### config.mk
export PLATFORM = sky130hd
export DESIGN_NAME = eids_top
export DESIGN_NICKNAME = d
export VERILOG_FILES = /design/src/eids_pkg.sv /design/src/eids_top.sv /design/src/eids_sense_detect.sv
export VERILOG_INCLUDE_DIRS = /design/src /design/src/src
export SDC_FILE = /design/constraint.sdc
export NUM_CORES = 1
export LEC_CHECK = 0
export BUFFER_PORTS_ARGS = -buffer_cell sky130_fd_sc_hd__buf_2
export CAP_MARGIN = 20
export CORE_AREA = 2 2 130 132
export CTS_CLUSTER_SIZE = 10
export DETAILED_ROUTE_END_ITERATION = 8
export DIE_AREA = 0 0 132 134
export PLACE_DENSITY_LB_ADDON = 0.1
export SYNTH_ARGS = -nofsm -noshare
export SYNTH_HDL_FRONTEND = slang
export SYNTH_HIERARCHICAL = 1
export SYNTH_SLANG_ARGS = --single-unit
### constraint.sdc
create_clock -name mclk -period 5.3 [get_ports mclk]
set_input_delay 0.795 -clock mclk [delete_from_list [all_inputs] [get_ports mclk]]
set_output_delay 0.795 -clock mclk [all_outputs]
set_load 0.05 [all_outputs]
### src/eids_consts.svh
// Behaviour
// - sense code: 00 low, 01 fall, 10 rise, 11 both
// - inputs 1 and 0 sense at 3:2, 1:0
// - selected condition sets request flag n
// - zero write clears only after read-as-one
// - level mode: exception with input high clears
// - edge modes: exception handling clears flag
// - transfer start with disable-select zero clears
// - writing one never sets a flag
// - flag register bits 15:8 read zero
// - pin-select bit picks primary or alternate pin
// - wake bit zero: input ignored in standby
// - wake leaves standby after settling period
`ifndef EIDS_CONSTS_SVH
`define EIDS_CONSTS_SVH

// ------------------------------------------------------------
// register offsets (byte addresses)
// ------------------------------------------------------------
`define EIDS_OFS_SENSE   8'h00
`define EIDS_OFS_FLAGS   8'h04
`define EIDS_OFS_PINSEL  8'h08
`define EIDS_OFS_WAKE    8'h0c
`define EIDS_OFS_EVSTAT  8'h10
`define EIDS_OFS_EVMASK  8'h14

// ------------------------------------------------------------
// reset values and field layout
// ------------------------------------------------------------
`define EIDS_RST_SENSE   16'h0000
`define EIDS_RST_FLAGS   8'h00
`define EIDS_RST_PINSEL  16'h0000
`define EIDS_RST_WAKE    16'h0007
`define EIDS_RST_EV      9'h000
`define EIDS_EV_WAKE_BIT 8
`define EIDS_SENSE_LOW   2'h0
`define EIDS_SENSE_FALL  2'h1
`define EIDS_SENSE_RISE  2'h2
`define EIDS_SENSE_BOTH  2'h3

// ------------------------------------------------------------
// timing
// ------------------------------------------------------------
`define EIDS_CLK_NS      10
`define EIDS_SETTLE_NS   10000
`define EIDS_SETTLE_CYC  ((`EIDS_SETTLE_NS + `EIDS_CLK_NS - 1) / `EIDS_CLK_NS)

`endif

### src/eids_pkg.sv
package eids_pkg;

   // ------------------------------------------------------------
   // types shared by the detector and the top
   // ------------------------------------------------------------
   typedef logic [1:0] eids_sense_t;

   typedef enum logic [0:0] {
      WAKE_IDLE   = 1'b0,
      WAKE_SETTLE = 1'b1
   } eids_wake_state_t;

   // detector state: two sync stages per pin plus last selected level
   typedef struct packed {
      logic [1:0] syncPri;
      logic [1:0] syncAlt;
      logic       prevLvl;
   } eids_det_state_t;

   typedef struct packed {
      logic [15:0]      sense;
      logic [7:0]       flags;
      logic [7:0]       armed;
      logic [15:0]      pinSel;
      logic [15:0]      wake;
      logic [8:0]       evStat;
      logic [8:0]       evMask;
      logic [15:0]      rdata;
      logic             irq;
      logic             standbyExit;
      logic [31:0]      settleCnt;
      eids_wake_state_t wakeState;
   } eids_top_state_t;

endpackage

### src/eids_top.sv
`timescale 1ns/1ps
// constants must be known before the parameter defaults use them
`include "eids_consts.svh"
module eids_top #(
   parameter int NUM_IN     = 8,
   parameter int SETTLE_CYC = `EIDS_SETTLE_CYC
) (
   input  wire logic        mclk,
   input  wire logic        rst_n,
   // register port
   input  wire logic [7:0]  regAddr,
   input  wire logic [15:0] regWdata,
   input  wire logic        regWrStb,
   input  wire logic        regRdStb,
   output logic [15:0]      regRdata,
   // request pins, primary and alternate
   input  wire logic [7:0]  reqPinPri_n,
   input  wire logic [7:0]  reqPinAlt_n,
   // exception handling and transfer controller
   input  wire logic [7:0]  excTaken,
   input  wire logic [7:0]  xferStart,
   input  wire logic        transferDisableSelect,
   // standby
   input  wire logic        standbyActive,
   output logic             standbyExit,
   // request flags towards the exception logic
   output logic [7:0]       requestFlags,
   output logic             irq
);
   import eids_pkg::*;

   // ------------------------------------------------------------
   // elaboration checks
   // ------------------------------------------------------------
   if (NUM_IN != 8) begin : g_bad_num
      $error("eids_top serves exactly eight request inputs");
   end
   if (SETTLE_CYC < 1) begin : g_bad_settle
      $error("eids_top needs a settling count of at least one");
   end

   localparam logic [31:0] SETTLE_LAST = 32'(SETTLE_CYC - 1);

   // ------------------------------------------------------------
   // state
   // ------------------------------------------------------------
   eids_top_state_t st_r;
   eids_top_state_t st_nxt;

   logic [7:0] pinLvl;
   logic [7:0] hit;
   logic [7:0] sampleEn;

   // ------------------------------------------------------------
   // per-input detectors
   // ------------------------------------------------------------
   // in standby an input is sampled only when its wake bit is set
   assign sampleEn = standbyActive ? st_r.wake[7:0] : 8'hff;

   for (genvar i = 0; i < 8; i++) begin : g_det
      eids_sense_detect u_det (
         .mclk        (mclk),
         .rst_n       (rst_n),
         .reqPinPri_n (reqPinPri_n[i]),
         .reqPinAlt_n (reqPinAlt_n[i]),
         .pinSel      (st_r.pinSel[i]),
         .sampleEn    (sampleEn[i]),
         .sense       (st_r.sense[2*i +: 2]),
         .pinLvl      (pinLvl[i]),
         .hit         (hit[i])
      );
   end

   // ------------------------------------------------------------
   // decode helpers
   // ------------------------------------------------------------
   logic       wrSense;
   logic       wrFlags;
   logic       wrPinSel;
   logic       wrWake;
   logic       wrEvStat;
   logic       wrEvMask;
   logic       rdFlags;
   logic [7:0] swClr;
   logic [7:0] autoClr;
   logic [7:0] levelMode;
   logic       wakeHit;
   logic       wakeDone;

   // write strobes per register, plus the read strobe for the flags
   always_comb begin
      wrSense  = regWrStb && (regAddr == `EIDS_OFS_SENSE);
      wrFlags  = regWrStb && (regAddr == `EIDS_OFS_FLAGS);
      wrPinSel = regWrStb && (regAddr == `EIDS_OFS_PINSEL);
      wrWake   = regWrStb && (regAddr == `EIDS_OFS_WAKE);
      wrEvStat = regWrStb && (regAddr == `EIDS_OFS_EVSTAT);
      wrEvMask = regWrStb && (regAddr == `EIDS_OFS_EVMASK);
      rdFlags  = regRdStb && (regAddr == `EIDS_OFS_FLAGS);
   end

   // a cleared flag needs a prior read as one; a written one is ignored
   assign swClr = wrFlags ? (st_r.armed & ~regWdata[7:0]) : 8'h00;

   // per-input automatic clear sources
   for (genvar i = 0; i < 8; i++) begin : g_clr
      assign levelMode[i] = (st_r.sense[2*i +: 2] == `EIDS_SENSE_LOW);
      // level mode only lets go once the source has released the pin
      assign autoClr[i] = (excTaken[i] && levelMode[i] && pinLvl[i])
                        | (excTaken[i] && !levelMode[i])
                        | (xferStart[i] && !transferDisableSelect);
   end

   // a wake-enabled request seen while in standby
   assign wakeHit  = standbyActive && |(hit & st_r.wake[7:0]);
   assign wakeDone = (st_r.wakeState == WAKE_SETTLE) && (st_r.settleCnt == SETTLE_LAST);

   // ------------------------------------------------------------
   // next state
   // ------------------------------------------------------------
   always_comb begin
      st_nxt             = st_r;
      st_nxt.standbyExit = 1'b0;
      st_nxt.rdata       = 16'h0000;

      // control registers, upper select bits kept as written
      if (wrSense) begin
         st_nxt.sense = regWdata;
      end
      if (wrPinSel) begin
         st_nxt.pinSel = regWdata;
      end
      if (wrWake) begin
         st_nxt.wake = regWdata;
      end
      if (wrEvMask) begin
         st_nxt.evMask = regWdata[8:0];
      end

      // request flags: clears first, new conditions win
      st_nxt.flags = (st_r.flags & ~swClr & ~autoClr) | hit;

      // arming: a read remembers which flags showed one
      if (wrFlags) begin
         st_nxt.armed = 8'h00;
      end
      if (rdFlags) begin
         st_nxt.armed = st_r.flags;
      end

      // settling counter for the standby exit
      case (st_r.wakeState)
         WAKE_IDLE: begin
            st_nxt.settleCnt = 32'h0000_0000;
            if (wakeHit) begin
               st_nxt.wakeState = WAKE_SETTLE;
            end
         end
         WAKE_SETTLE: begin
            if (!standbyActive) begin
               // standby left by other means, drop the wait
               st_nxt.wakeState = WAKE_IDLE;
            end else if (wakeDone) begin
               st_nxt.wakeState   = WAKE_IDLE;
               st_nxt.standbyExit = 1'b1;
            end else begin
               st_nxt.settleCnt = st_r.settleCnt + 32'h0000_0001;
            end
         end
         default: begin
            st_nxt.wakeState = WAKE_IDLE;
         end
      endcase

      // event status: one-write clears, set beats clear
      if (wrEvStat) begin
         st_nxt.evStat = st_r.evStat & ~regWdata[8:0];
      end
      st_nxt.evStat[7:0] = st_nxt.evStat[7:0] | hit;
      if (st_nxt.standbyExit) begin
         st_nxt.evStat[`EIDS_EV_WAKE_BIT] = 1'b1;
      end
      st_nxt.irq = |(st_nxt.evStat & st_nxt.evMask);

      // read data stand one cycle, unmapped reads give zero
      if (regRdStb) begin
         case (regAddr)
            `EIDS_OFS_SENSE:  st_nxt.rdata = st_r.sense;
            `EIDS_OFS_FLAGS:  st_nxt.rdata = {8'h00, st_r.flags};
            `EIDS_OFS_PINSEL: st_nxt.rdata = st_r.pinSel;
            `EIDS_OFS_WAKE:   st_nxt.rdata = st_r.wake;
            `EIDS_OFS_EVSTAT: st_nxt.rdata = {7'h00, st_r.evStat};
            `EIDS_OFS_EVMASK: st_nxt.rdata = {7'h00, st_r.evMask};
            default:          st_nxt.rdata = 16'h0000;
         endcase
      end
   end

   // ------------------------------------------------------------
   // state register
   // ------------------------------------------------------------
   always_ff @(posedge mclk) begin
      if (!rst_n) begin
         st_r.sense       <= `EIDS_RST_SENSE;
         st_r.flags       <= `EIDS_RST_FLAGS;
         st_r.armed       <= 8'h00;
         st_r.pinSel      <= `EIDS_RST_PINSEL;
         st_r.wake        <= `EIDS_RST_WAKE;
         st_r.evStat      <= `EIDS_RST_EV;
         st_r.evMask      <= `EIDS_RST_EV;
         st_r.rdata       <= 16'h0000;
         st_r.irq         <= 1'b0;
         st_r.standbyExit <= 1'b0;
         st_r.settleCnt   <= 32'h0000_0000;
         st_r.wakeState   <= WAKE_IDLE;
      end else begin
         st_r <= st_nxt;
      end
   end

   // ------------------------------------------------------------
   // outputs, all straight from the state register
   // ------------------------------------------------------------
   assign regRdata     = st_r.rdata;
   assign requestFlags = st_r.flags;
   assign irq          = st_r.irq;
   assign standbyExit  = st_r.standbyExit;

endmodule

### src/eids_sense_detect.sv
`timescale 1ns/1ps
module eids_sense_detect (
   input  wire logic               mclk,
   input  wire logic               rst_n,
   input  wire logic               reqPinPri_n,
   input  wire logic               reqPinAlt_n,
   input  wire logic               pinSel,
   input  wire logic               sampleEn,
   input  wire eids_pkg::eids_sense_t sense,
   output logic                    pinLvl,
   output logic                    hit
);
   import eids_pkg::*;
   `include "eids_consts.svh"

   eids_det_state_t st_r;
   eids_det_state_t st_nxt;
   logic            selLvl;

   // pins reach logic only through the second sync stage
   assign selLvl = pinSel ? st_r.syncAlt[1] : st_r.syncPri[1];
   assign pinLvl = selLvl;

   // condition decode; a select change may look like one edge
   always_comb begin
      case (sense)
         `EIDS_SENSE_LOW:  hit = sampleEn & ~selLvl;
         `EIDS_SENSE_FALL: hit = sampleEn & st_r.prevLvl & ~selLvl;
         `EIDS_SENSE_RISE: hit = sampleEn & ~st_r.prevLvl & selLvl;
         `EIDS_SENSE_BOTH: hit = sampleEn & (st_r.prevLvl ^ selLvl);
         default:          hit = 1'b0;
      endcase
   end

   // next state: shift syncs, remember last level while sampling
   always_comb begin
      st_nxt         = st_r;
      st_nxt.syncPri = {st_r.syncPri[0], reqPinPri_n};
      st_nxt.syncAlt = {st_r.syncAlt[0], reqPinAlt_n};
      if (sampleEn) begin
         st_nxt.prevLvl = selLvl;
      end
   end

   // idle pins are high, so reset to high avoids a false edge
   always_ff @(posedge mclk) begin
      if (!rst_n) begin
         st_r <= '{syncPri: 2'h3, syncAlt: 2'h3, prevLvl: 1'b1};
      end else begin
         st_r <= st_nxt;
      end
   end

endmodule

# Word-level counts from Yosys, hierarchy flattened
# Cells that the tools add are included.
[totals]
elab_cells = 266
reg_bits = 173
input_bits = 62
[op_classes]
n_addsub = 1
n_mux = 32
reduce_logical = 64
bitwise = 101
eq_ne = 32
[ops]
columns = ["op", "n"]
rows = [
  ["case mux 16 bit (6 select lines)", 1],
  ["case mux 33 bit (2 select lines)", 1],
  ["bitwise AND 1 bit", 48],
  ["logical AND 1 bit", 41],
  ["2-to-1 mux 33 bit", 1],
  ["adder 32 x 1 -> 32 bit, second input constant", 1],
  ["bitwise AND 8 bit", 4],
  ["== test 2 bit, second input constant", 16],
  ["== test 32 x 10 -> 1 bit, second input constant", 1],
  ["2-to-1 mux 32 bit", 1],
  ["2-to-1 mux 8 bit", 4],
  ["case mux 1 bit (4 select lines)", 8],
  ["NOT 8 bit", 3],
  ["bitwise AND 9 bit", 2],
  ["2-to-1 mux 9 bit", 2],
  ["NOT 1 bit", 17],
  ["== test 2 x 1 -> 1 bit, second input constant", 8],
  ["== test 8 x 4 -> 1 bit, second input constant", 2],
  ["== test 8 x 5 -> 1 bit, second input constant", 2],
  ["logical NOT 2 bit", 8],
  ["OR 1 bit", 16],
  ["OR 8 bit", 2],
  ["2-to-1 mux 1 bit", 14],
  ["logical NOT 1 bit", 9],
  ["other kinds (9)", 18],
]

# Depth between registers and ports, before layout
# Gate-level depths: netlist of run 1.
[logic_depth]
word_depth = 9
mapped_depth = 10
depth_no_buf = 10

# Modules after synthesis
# Netlist of run 1, hierarchy kept.
[modules_own_cells]
columns = ["mod", "instances", "cells_each", "area_per_inst_um2"]
rows = [
  ["eids_top", 1, 678, 6043.3],
  ["eids_sense_detect", 8, 25, 240.2],
]

# Worst setup path after synthesis of run 1
# No wires, ideal clock.
[synth_path]
path_kind = "input to register"
startpoint = "in regAddr[5]"
endpoint = "reg st_r[69] (netlist bit)"
path_slack_ns = 2.952
cell_stages = 7
arrival_ns = 2.207
setup_time_ns = 0.142
path_cell_list = "nor3_2 -> nand2_1 -> nor3b_4 -> nand3_1 -> clkbuf_1 -> nand2_1 -> o211ai_1"
[synth_via]
elab_chain_cells = 2
[synth_rtl]
columns = ["element", "line", "rtl"]
rows = [
  ["start: declaration", "eids_top.sv:11", "input wire logic [7:0] regAddr,"],
  ["== test 8 x 4 -> 1 bit", "n/a", ""],
  ["logical AND 1 bit", "eids_top.sv:95", "wrWake = regWrStb && (regAddr == `EIDS_OFS_WAKE);"],
  ["end signal: assignment", "eids_top.sv:216", "st_r <= st_nxt;"],
  ["end: declaration", "eids_top.sv:47", "eids_top_state_t st_r;"],
]
# Every way passes these cells.
# A chain may end at the register's enable or synchronous reset.

# Worst setup path in the final report of run 1
[layout_path]
startpoint = "in regAddr[5]"
endpoint = "reg st_r[71] (netlist bit)"
# The elaborated chain is that of the path after synthesis.

==> run_results.csv, run 1 <==
group,metric,value,unit
cts,clk_latency,430,ps
die,core_area,16300,um^2
sta,hold_viol_final,0,
placed_design,dp_hpwl,13.7,mm
layout,seqCellArea,3460,um^2
critical_path,rr_endpoint,"st_r[0]$_SDFF_PN0_",
cts,holdBufCountCts,0,
power_and_ir_drop,p_leak,3.60,nW
sta,max_freq,317,MHz
die,die_h,134,um
global_route,overflow,0,
critical_path,r2r_slack,2970,ps
synthesis,netlist_instances,878,
run_status,status,"completed",
sta,slew_headroom,27.2,%
cts,cts_setup_buffers,0,
cts,cts_buffers,17,
sta,fin_crit_sh,59.6,%
critical_path,worstPathArrival,3490,ps
synthesis,synth_largest_area_cell,"dfxtp_1",
cts,post_cts_resized,0,
synthesis,synthTopCellsByCount,"dfxtp_1, nand2_1, nor2_1",
placed_design,dp_slack,1740,ps
sta,period_minus_slack,3160,ps
sta,setup_violations,0,
critical_path,crit_fanout,19,
cts,clk_pin_slew,60,ps
synthesis,syn_area,7970,um^2
layout,syn2layout_area_growth,12.8,%
synthesis,synth_most_common_cell,"dfxtp_1",
synthesis,ys_seq_elements,173,
synthesis,synth_top_area_share,43.5,%
cts,htree_levels,4,
global_route,grt_pass1_wl,32.4,mm
route,drtIter0Drc,581,
sta,clock_skew,7.45,ps
cts,cts-root-buf,"clkbuf_16",
layout,fillCellCount,1513,
sta,slew_viol_final,0,
cts,clk_path_buf_depth,2,
route,drt-total-wl,20.2,mm
flow_run,drv_cap,0,
route,routedWlPerCell,17.4,um
hold_path,hold_path.class,"reg2reg",
layout,fin_nets,1015,
global_route,grtUsageTotal,23.2,%
placed_design,globalplace.congestion,0.828,
critical_path,crit_end,"st_r[71]$_SDFFE_PN1P_",
critical_path,worstRegToRegCells,10,
synthesis,avgSynthCellArea,9.07,um^2
sta,fin_ws,2140,ps
cts,clock_sinks,173,
critical_path,r2r-start,"st_r[127]$_SDFFE_PN0P_",
power_and_ir_drop,p_total,2.71,mW
layout,utilization,55.2,%
synthesis,synthArstFlopShare,0,%
synthesis,yosys_warnings,6,
die,die_width,132,um
sta,fin_tns_setup,0,ps
critical_path,required,5630,ps
synthesis,yosysUniqueCellTypes,54,
placed_design,port_buffers,87,
route,drtPass1Iterations,5,
critical_path,worst-setup-path-type,"in2reg",
critical_path,cp-end-kind,"flop",
route,vias_per_cell,5.44,
synthesis,synth_fp_nets,965,
die,core.rowCount,47,
layout,antenna_cells,0,
cts,cts_tree,"built",
global_route,grt_pass1_vias,6357,
layout,multi_input_area,4020,um^2
route,vias,6318,
global_route,grt_antenna_before_repair,0,
power_and_ir_drop,power_density,302,nW/um^2
die,initial_core_util,48.9,%
synthesis,synth_edf_count,0,
sta,worstMarginPinSlew,1090,ps
die,io-pin-count,88,
global_route,grt_max_degree,81,
route,ant_nets,0,
sta,rsz0062_at_grt,"no",
sta,hold_ws,404,ps
critical_path,worstSetupStartpoint,"regAddr[5]",
die,fp.dieArea,17700,um^2
critical_path,cp-start-kind,"input pin",
power_and_ir_drop,vdd_drop_max,0.000232,V
route,drc,0,
synthesis,ys.flop_type,"dfxtp_1",
layout,layout-drive-gt1-share,16.5,%
synthesis,ys_seq_area_share,43.5,%
synthesis,synthTopCellsByArea,"dfxtp_1, mux2i_1, ha_1",
## report_power, final
part / switching, mW / total, mW / internal, mW
sequential: 0.00833 / 1.33 / 1.32
combinational: 0.0763 / 0.128 / 0.0518
clock: 0.508 / 1.26 / 0.748
total: 0.593 / 2.71 / 2.12
## critical path: stages
cell	delay, ps
buf_2	100
nor3_2	260
nand2_1	240
nor3b_4	850
nand3_1	820
o211ai_1	420
## area by class of cell
class	instances	share of cell area, %
clock inverter	12	1.61
tap	220	3.06
clock buffer	20	4.97
timing repair buffer	92	5.29
inverter	44	1.84
multi-input combinational	600	44.7
sequential	173	38.5
## placed cells by master, fill, tap and decap left out, drive strengths merged, types with 33 or more instances in the layout
cell type  Yosys  routed
inv           44      44
nand2         76      76
mux2i         35      35
nand3         41      41
nor2          54      54
buf           33      92
dfxtp        173     173
nor2b         40      40
nand2b        49      49
a22oi         33      33
## per-stage QoR
step,area [um^2],cells
6_report,8990,1161
5_1_grt,8990,1161
4_1_cts,8990,1161
3_5_place_dp,8400,1129
3_3_place_gp,8400,1129
2_1_floorplan,7970,878
## metal layers
metal  GRT usage [%]  share of wire [%]  wire length, um
met3            7.07                6.1             1230
met5               0                  0                0
met2            40.6                 50            10000
met4            6.58                1.6              321
met1            27.5                 43             8600
## cell families after synthesis
group / synth area share (%)
buffers and inverters: 6.28
adders and majority gates: 3.93
DFF: 43.5
and+or+nand+nor: 22.7
AOI/OAI and AO/OA: 14.1
muxes: 6.66
xor gates and xnor gates: 2.86
## flip-flops by register name, indices dropped and copies added (netlist names)
name	count
standbyExit	1
g_det.u_det/st_r	24
regRdata	16
requestFlags	8
irq	1
st_r	107
g_det.u_det/st_nxt	16
## worst min-delay path by stage
stage	cells after the start	start	to	slack, ps
6_report	1	g_det[5].u_det/st_nxt[4]$_SDFF_PN1_	g_det[5].u_det/st_r[4]$_SDFF_PN1_	400
5_1_grt	1	g_det[4].u_det/st_nxt[4]$_SDFF_PN1_	g_det[4].u_det/st_r[4]$_SDFF_PN1_	420
4_1_cts	1	g_det[5].u_det/st_nxt[4]$_SDFF_PN1_	g_det[5].u_det/st_r[4]$_SDFF_PN1_	410
3_5_place_dp	1	g_det[5].u_det/st_nxt[4]$_SDFF_PN1_	g_det[5].u_det/st_r[4]$_SDFF_PN1_	390
3_3_place_gp	1	g_det[0].u_det/st_nxt[4]$_SDFF_PN1_	g_det[0].u_det/st_r[4]$_SDFF_PN1_	390
2_1_floorplan	1	g_det[0].u_det/st_nxt[2]$_SDFF_PN1_	g_det[0].u_det/st_r[2]$_SDFF_PN1_	390
Note: power is estimated with default switching activity, not from simulation.
==> inputs of run 2 (changes only) <==
==> constraint.sdc (replaced) <==
create_clock -name mclk -period 2.56 [get_ports mclk]
set_input_delay 0.384 -clock mclk [delete_from_list [all_inputs] [get_ports mclk]]
set_output_delay 0.384 -clock mclk [all_outputs]
set_load 0.05 [all_outputs]
==> run 2 against run 1 <==
  * Setup slack got worse by 1900 ps
  * Via count increased by 2.9%
  * Cell area increased by 1.9%
  * Total power increased by 110%
  * Utilization increased by 1.1 points
  * Clock skew increased by 8.4 ps
  * Sequential power increased by 110%
  * First-iteration DRC count decreased by 23%
  * Global-route usage increased by 0.86 points
  * Routed wire length increased by 3.0%
  * Cell count increased by 1.6%
  * Die area unchanged
  * Largest power group unchanged
==> run_results.csv, run 2 (same netlist as run 1, synthesis figures left out) <==
group,metric,value,unit
die,core.rowCount,47,
power_and_ir_drop,power_density,618,nW/um^2
die,io-pin-count,88,
route,vias_per_cell,5.51,
critical_path,worstRegToRegCells,9,
placed_design,place_inst,1149,
cts,cts-root-buf,"clkbuf_16",
sta,period_minus_slack,2300,ps
cts,holdBufCountCts,0,
sta,max_freq,434,MHz
critical_path,cp-end-kind,"flop",
layout,largest_reg_flops,107,
cts,cts_buffers,17,
global_route,grt_max_degree,76,
placed_design,dp_hpwl,14.8,mm
placed_design,port_buffers,87,
layout,antenna_cells,0,
flow_run,drv_cap,0,
global_route,grtUsageTotal,24.0,%
cts,post_cts_resized,0,
route,drt-total-wl,20.8,mm
critical_path,rr_endpoint,"st_r[0]$_SDFF_PN0_",
cts,cts_setup_buffers,0,
critical_path,worst-setup-path-type,"reg2reg",
die,fp.dieArea,17700,um^2
run_status,status,"completed",
power_and_ir_drop,seqPwrFrac,48.6,%
route,drtIter0Drc,450,
critical_path,worstPathArrival,2620,ps
critical_path,crit_end,"st_r[0]$_SDFF_PN0_",
critical_path,cp-start-kind,"flop",
layout,layout_common_cells,"dfxtp_1, buf_2, nand2_1",
layout,top_register,"st_r",
layout,final_cells,1180,
sta,clock_skew,15.8,ps
layout,layout-drive-gt1-share,18.1,%
sta,hold_viol_final,0,
hold_path,hold_path.class,"in2reg",
global_route,grt_pass1_wl,33.7,mm
die,core_area,16300,um^2
route,wl_met3,1.24,mm
critical_path,crit_fanout,6,
layout,final_common_cell,"dfxtp_1",
route,drc,0,
sta,fin_tns_setup,0,ps
sta,worstMarginPinSlew,717,ps
cts,clk_path_buf_depth,2,
global_route,grt_antenna_before_repair,1,
route,vias,6503,
layout,syn2layout_area_growth,15.0,%
global_route,overflow,0,
sta,setup_violations,0,
cts,clk_pin_slew,60,ps
power_and_ir_drop,clock_power_share,46.6,%
power_and_ir_drop,switchingPower,1.23,mW
route,ant_nets,0,
cts,clock_sinks,173,
power_and_ir_drop,netSwitchingFraction,21.8,%
route,maxUsedRoutingLayer,"met4",
cts,cts_tree,"built",
critical_path,r2r-start,"st_r[119]$_SDFFE_PN0P_",
critical_path,r2r_slack,260,ps
sta,slew_viol_final,0,
die,initial_core_util,48.9,%
layout,reg.largest.list,"st_r: 107 flops, g_det.u_det/st_r: 24 flops",
route,met1_length,8.98,mm
power_and_ir_drop,vdd_drop_max,0.000593,V
critical_path,required,2880,ps
sta,fin_crit_sh,89.9,%
die,die_h,134,um
global_route,grt_pass1_vias,6571,
route,drtPass1Iterations,5,
critical_path,worstSetupStartpoint,"st_r[119]$_SDFFE_PN0P_",
route,wl_met2,10.2,mm
placed_design,globalplace.congestion,0.856,
layout,utilization,56.2,%
power_and_ir_drop,combinationalPowerShare,4.8,%
layout,fin_nets,1035,
cts,htree_levels,4,
power_and_ir_drop,p_leak,3.70,nW
sta,rsz0062_at_grt,"no",
sta,slew_headroom,52.2,%
die,die_width,132,um
layout,fillCellCount,1499,
route,routedWlPerCell,17.6,um
cts,clk_latency,430,ps
power_and_ir_drop,internal_power,4.42,mW
-- run 2: cell types whose count changed in the layout (fill, tap and decap cells not counted), sizes merged --
cell      previous run  this run
clkinv               5         4
clkbuf              20        21
buf                 92       112
clkinvlp             4         3
-- run 2: how the worst min path moves through the flow --
stage               slack [ps]  depth (start not counted)                           startpoint                                   to
global placement           390                          1  g_det[0].u_det/st_nxt[4]$_SDFF_PN1_    g_det[0].u_det/st_r[4]$_SDFF_PN1_
detailed placement         390                          1  g_det[2].u_det/st_nxt[2]$_SDFF_PN1_    g_det[2].u_det/st_r[2]$_SDFF_PN1_
floorplan                  390                          1  g_det[0].u_det/st_nxt[2]$_SDFF_PN1_    g_det[0].u_det/st_r[2]$_SDFF_PN1_
CTS                        120                          2                       reqPinAlt_n[2]  g_det[2].u_det/st_nxt[2]$_SDFF_PN1_
finish                     140                          2                       reqPinAlt_n[2]  g_det[2].u_det/st_nxt[2]$_SDFF_PN1_
global route               120                          2                       reqPinPri_n[0]  g_det[0].u_det/st_nxt[4]$_SDFF_PN1_
-- run 2: cell type report --
cell class                      instances  area [um^2]  area share [%]
Clock buffer                           21          460            5.03
Clock inverter                         10          140            1.53
Inverter                               44          165            1.80
Multi-Input combinational cell        600         4020            43.9
Sequential cell                       173         3460            37.8
Tap cell                              220          275            3.01
Timing Repair Buffer                  112          638            6.97
-- run 2: critical path, cell delays in order, from the launching register on --
cell      delay [ps]
dfxtp_1          440
inv_1             80
ha_1             330
mux2i_1          210
nor4b_1           70
a21o_1           230
a222oi_1         550
nand3_1          160
nand2_1          100
nor2_1            40
-- run 2: per-stage QoR --
step	setup slack [ps]	hold WS, ps	area [um^2]	total power [mW]
finish	258	135	9160	5.66
global placement	278	389	8560	3.07
floorplan	619	386	7970	2.95
global route	116	125	9160	5.85
CTS	266	124	9160	5.70
detailed placement	212	393	8560	3.08
-- run 2: routing by layer --
metal,up-vias,global-route usage [%]
met1,3141,29.4
li1,3155,-
met3,24,6.35
met2,183,41.6
met5,-,0
met4,0,7.00
-- run 2: power by group through the flow --
stage | combinational [mW] | sequential [mW] | clock (mW)
after floorplan | 0.149 | 2.80 | 0
after global placement | 0.267 | 2.81 | 0
after detailed placement | 0.272 | 2.81 | 0
after CTS | 0.274 | 2.75 | 2.68
after global routing | 0.297 | 2.75 | 2.80
final | 0.274 | 2.75 | 2.63
==> inputs of run 3 (changes only) <==
--- a/config.mk
+++ b/config.mk
@@ -6,13 +6,15 @@
 export SDC_FILE = /design/constraint.sdc
 export NUM_CORES = 1
 export LEC_CHECK = 0
+export ABC_AREA = 1
 export BUFFER_PORTS_ARGS = -buffer_cell sky130_fd_sc_hd__buf_2
-export CAP_MARGIN = 20
-export CORE_AREA = 2 2 130 132
+export CAP_MARGIN = 10
+export CORE_AREA = 2 2 137 139
 export CTS_CLUSTER_SIZE = 10
 export DETAILED_ROUTE_END_ITERATION = 8
-export DIE_AREA = 0 0 132 134
+export DIE_AREA = 0 0 139 141
 export PLACE_DENSITY_LB_ADDON = 0.1
+export SKIP_CTS_REPAIR_TIMING = 1
 export SYNTH_ARGS = -nofsm -noshare
 export SYNTH_HDL_FRONTEND = slang
 export SYNTH_HIERARCHICAL = 1
==> run 3 against run 2 <==
  * Setup slack worse by 46 ps
  * Synthesized cell count up 50%
  * Clock skew down 4.7 ps
  * Die area up 11%
  * Maximum frequency down 1.9%
  * Critical path depth up 1
  * Total power up 0.18%
  * Non-clock buffer count unchanged
  * Clock power down 2%
  * Largest cell class unchanged
  * Sequential cell count unchanged
==> run_results.csv, run 3 <==
group,metric,value,unit
synthesis,synthArstFlopShare,0,%
synthesis,ys_seq_elements,173,
critical_path,cp-end-kind,"flop",
power_and_ir_drop,clock_power_share,45.6,%
synthesis,synth_top_area_share,38.7,%
synthesis,synthTopCellsByCount,"nand2_1, inv_1, dfxtp_1",
critical_path,required,2920,ps
global_route,grt_pass1_vias,7526,
synthesis,synthSimpleGateAreaFrac,29.0,%
synthesis,netlist_instances,1320,
synthesis,synth_mux_area_share,0,%
route,drt-total-wl,24.1,mm
sta,fin_crit_sh,91.7,%
die,initial_core_util,49.0,%
sta,period_minus_slack,2350,ps
synthesis,synth_xor_xnor_area_share,0.391,%
die,die_width,139,um
power_and_ir_drop,power_density,559,nW/um^2
layout,fillCellCount,1818,
route,vias,8439,
cts,clk_latency,430,ps
layout,utilization,55.5,%
layout,top_register,"st_r",
route,drtPass1Iterations,5,
die,io-pin-count,88,
sta,worstMarginPinSlew,1070,ps
synthesis,avgSynthCellArea,6.78,um^2
synthesis,synth_fa_ha_area_share,3.49,%
placed_design,dp_hpwl,17.5,mm
placed_design,port_buffers,87,
cts,clk_path_buf_depth,2,
run_status,status,"completed",
synthesis,syn_area,8950,um^2
layout,layout_common_cells,"nand2_1, inv_1, dfxtp_1",
hold_path,hold_path.class,"in2reg",
sta,slew_headroom,28.3,%
die,fp.dieArea,19600,um^2
synthesis,ys.flop_type,"dfxtp_1",
cts,cts-root-buf,"clkbuf_16",
route,drc,0,
power_and_ir_drop,seqPwrFrac,48.6,%
cts,clock_sinks,173,
layout,final_common_cell,"nand2_1",
power_and_ir_drop,netSwitchingFraction,25.0,%
critical_path,crit_fanout,25,
synthesis,synth_most_common_cell,"nand2_1",
cts,cts_buffers,17,
sta,clock_skew,11.2,ps
route,drtIter0Drc,727,
critical_path,cp-start-kind,"flop",
sta,rsz0062_at_grt,"no",
synthesis,yosysUniqueCellTypes,40,
die,core.rowCount,50,
cts,htree_levels,4,
global_route,grtUsageTotal,24.4,%
critical_path,worstPathArrival,2710,ps
sta,setup_violations,0,
layout,reg.largest.list,"st_r: 107 flops, g_det.u_det/st_r: 24 flops",
synthesis,synth_fp_nets,1407,
power_and_ir_drop,internal_power,4.25,mW
sta,slew_viol_final,0,
global_route,overflow,0,
critical_path,r2r_slack,210,ps
synthesis,ys_seq_area_share,38.7,%
flow_run,drv_cap,0,
die,die_h,141,um
synthesis,synth_top_family_by_area,"simple AND/OR/NAND/NOR gates",
placed_design,globalplace.congestion,0.880,
cts,clk_pin_slew,70,ps
layout,syn2layout_area_growth,13.2,%
global_route,grt_antenna_before_repair,0,
critical_path,worst-setup-path-type,"reg2reg",
power_and_ir_drop,combinationalPowerShare,5.8,%
sta,hold_viol_final,0,
synthesis,yosys_warnings,6,
route,routedWlPerCell,14.7,um
synthesis,synth_edf_count,0,
layout,fin_nets,1481,
power_and_ir_drop,switchingPower,1.41,mW
global_route,grt_pass1_wl,38.3,mm
sta,fin_tns_setup,0,ps
route,ant_nets,0,
power_and_ir_drop,vdd_drop_max,0.000432,V
route,vias_per_cell,5.14,
synthesis,synth_compound_area_share,14.6,%
power_and_ir_drop,p_leak,4.62,nW
cts,cts_tree,"built",
synthesis,synth_largest_area_cell,"dfxtp_1",
die,core_area,18300,um^2
sta,max_freq,426,MHz
layout,layout-drive-gt1-share,13.9,%
synthesis,synthTopCellsByArea,"dfxtp_1, nand2_1, inv_1",
layout,largest_reg_flops,107,
global_route,grt_max_degree,40,
-- run 3: cell types whose count changed in the layout (fill, tap and decap cells not counted), sizes merged, moves of 35 or more --
cell	change
a21oi	+78
inv	+201
mux2i	-35
nand2	+243
nand2b	-49
nand3	+50
nor2	+65
nor2b	-40
o21ai	+62
-- run 3: worst paths after layout --
path	startpoint	to	cells past startpoint
worst max-delay path	st_r[2]$_SDFFE_PN0P_	st_r[28]$_SDFFE_PN0P_	10
worst min register to register	g_det[6].u_det/st_nxt[2]$_SDFF_PN1_	g_det[6].u_det/st_r[2]$_SDFF_PN1_	2
worst max register to register	st_r[2]$_SDFFE_PN0P_	st_r[28]$_SDFFE_PN0P_	10
worst min-delay path	reqPinPri_n[1]	g_det[1].u_det/st_nxt[4]$_SDFF_PN1_	3
-- run 3: area by class of cell --
cell class,count,area (um^2),share of cell area (%)
repair buffers,112,638,6.30
well taps,234,293,2.89
flip-flops and latches,173,3460,34.2
inverters,240,906,8.94
multi-input cells,850,4250,41.9
clock buffers,19,453,4.47
clock inverters,13,130,1.28
diodes,1,2.50,0.0247
-- run 3: worst max-delay path, stage by stage, from the launching register on --
cell,delay (ps)
dfxtp_1,340
ha_1,210
nand2_1,110
nor2_1,60
nand2_1,60
nor2_1,50
nand2_1,100
nand2_4,110
nor2_2,830
o21ai_0,220
a21oi_1,180
-- run 3: logic make-up (layout without fill, tap and decap cells) --
logic type,after synthesis,in the layout
AO/OA/AOI/OAI,240,240
XOR/XNOR,4,4
adder cells (fa/ha/maj),25,25
buffers and inverters,297,384
flip-flops,173,173
other,0,1
AND/OR/NAND/NOR,581,581
-- run 3: layer usage --
layer | GRT usage (%) | vias up | share of wire, %
met5 | 0 | - | 0
met4 | 7.12 | 0 | 1.6
met3 | 4.52 | 29 | 6.7
met2 | 39.2 | 273 | 45
met1 | 33.6 | 3801 | 47
li1 | - | 4336 | -
-- run 3: power by group through the flow --
| stage | logic, mW | clock network, mW | registers (mW) |
|---|---|---|---|
| CTS | 0.327 | 2.63 | 2.76 |
| global route | 0.362 | 2.75 | 2.76 |
| global placement | 0.324 | 0 | 2.82 |
| floorplan | 0.191 | 0 | 2.81 |
| detailed placement | 0.325 | 0 | 2.82 |
| finish | 0.328 | 2.58 | 2.76 |
-- run 3: metrics by stage --
step | hold slack, ps | cells | area (um^2) | power (mW) | worst slack (ps)
floorplan | 380 | 1320 | 8950 | 3.00 | 486
global placement | 382 | 1609 | 9550 | 3.14 | 318
detailed placement | 389 | 1609 | 9550 | 3.14 | 221
CTS | 103 | 1641 | 10100 | 5.72 | 205
global route | 108 | 1641 | 10100 | 5.87 | 0.736
finish | 116 | 1642 | 10100 | 5.67 | 213
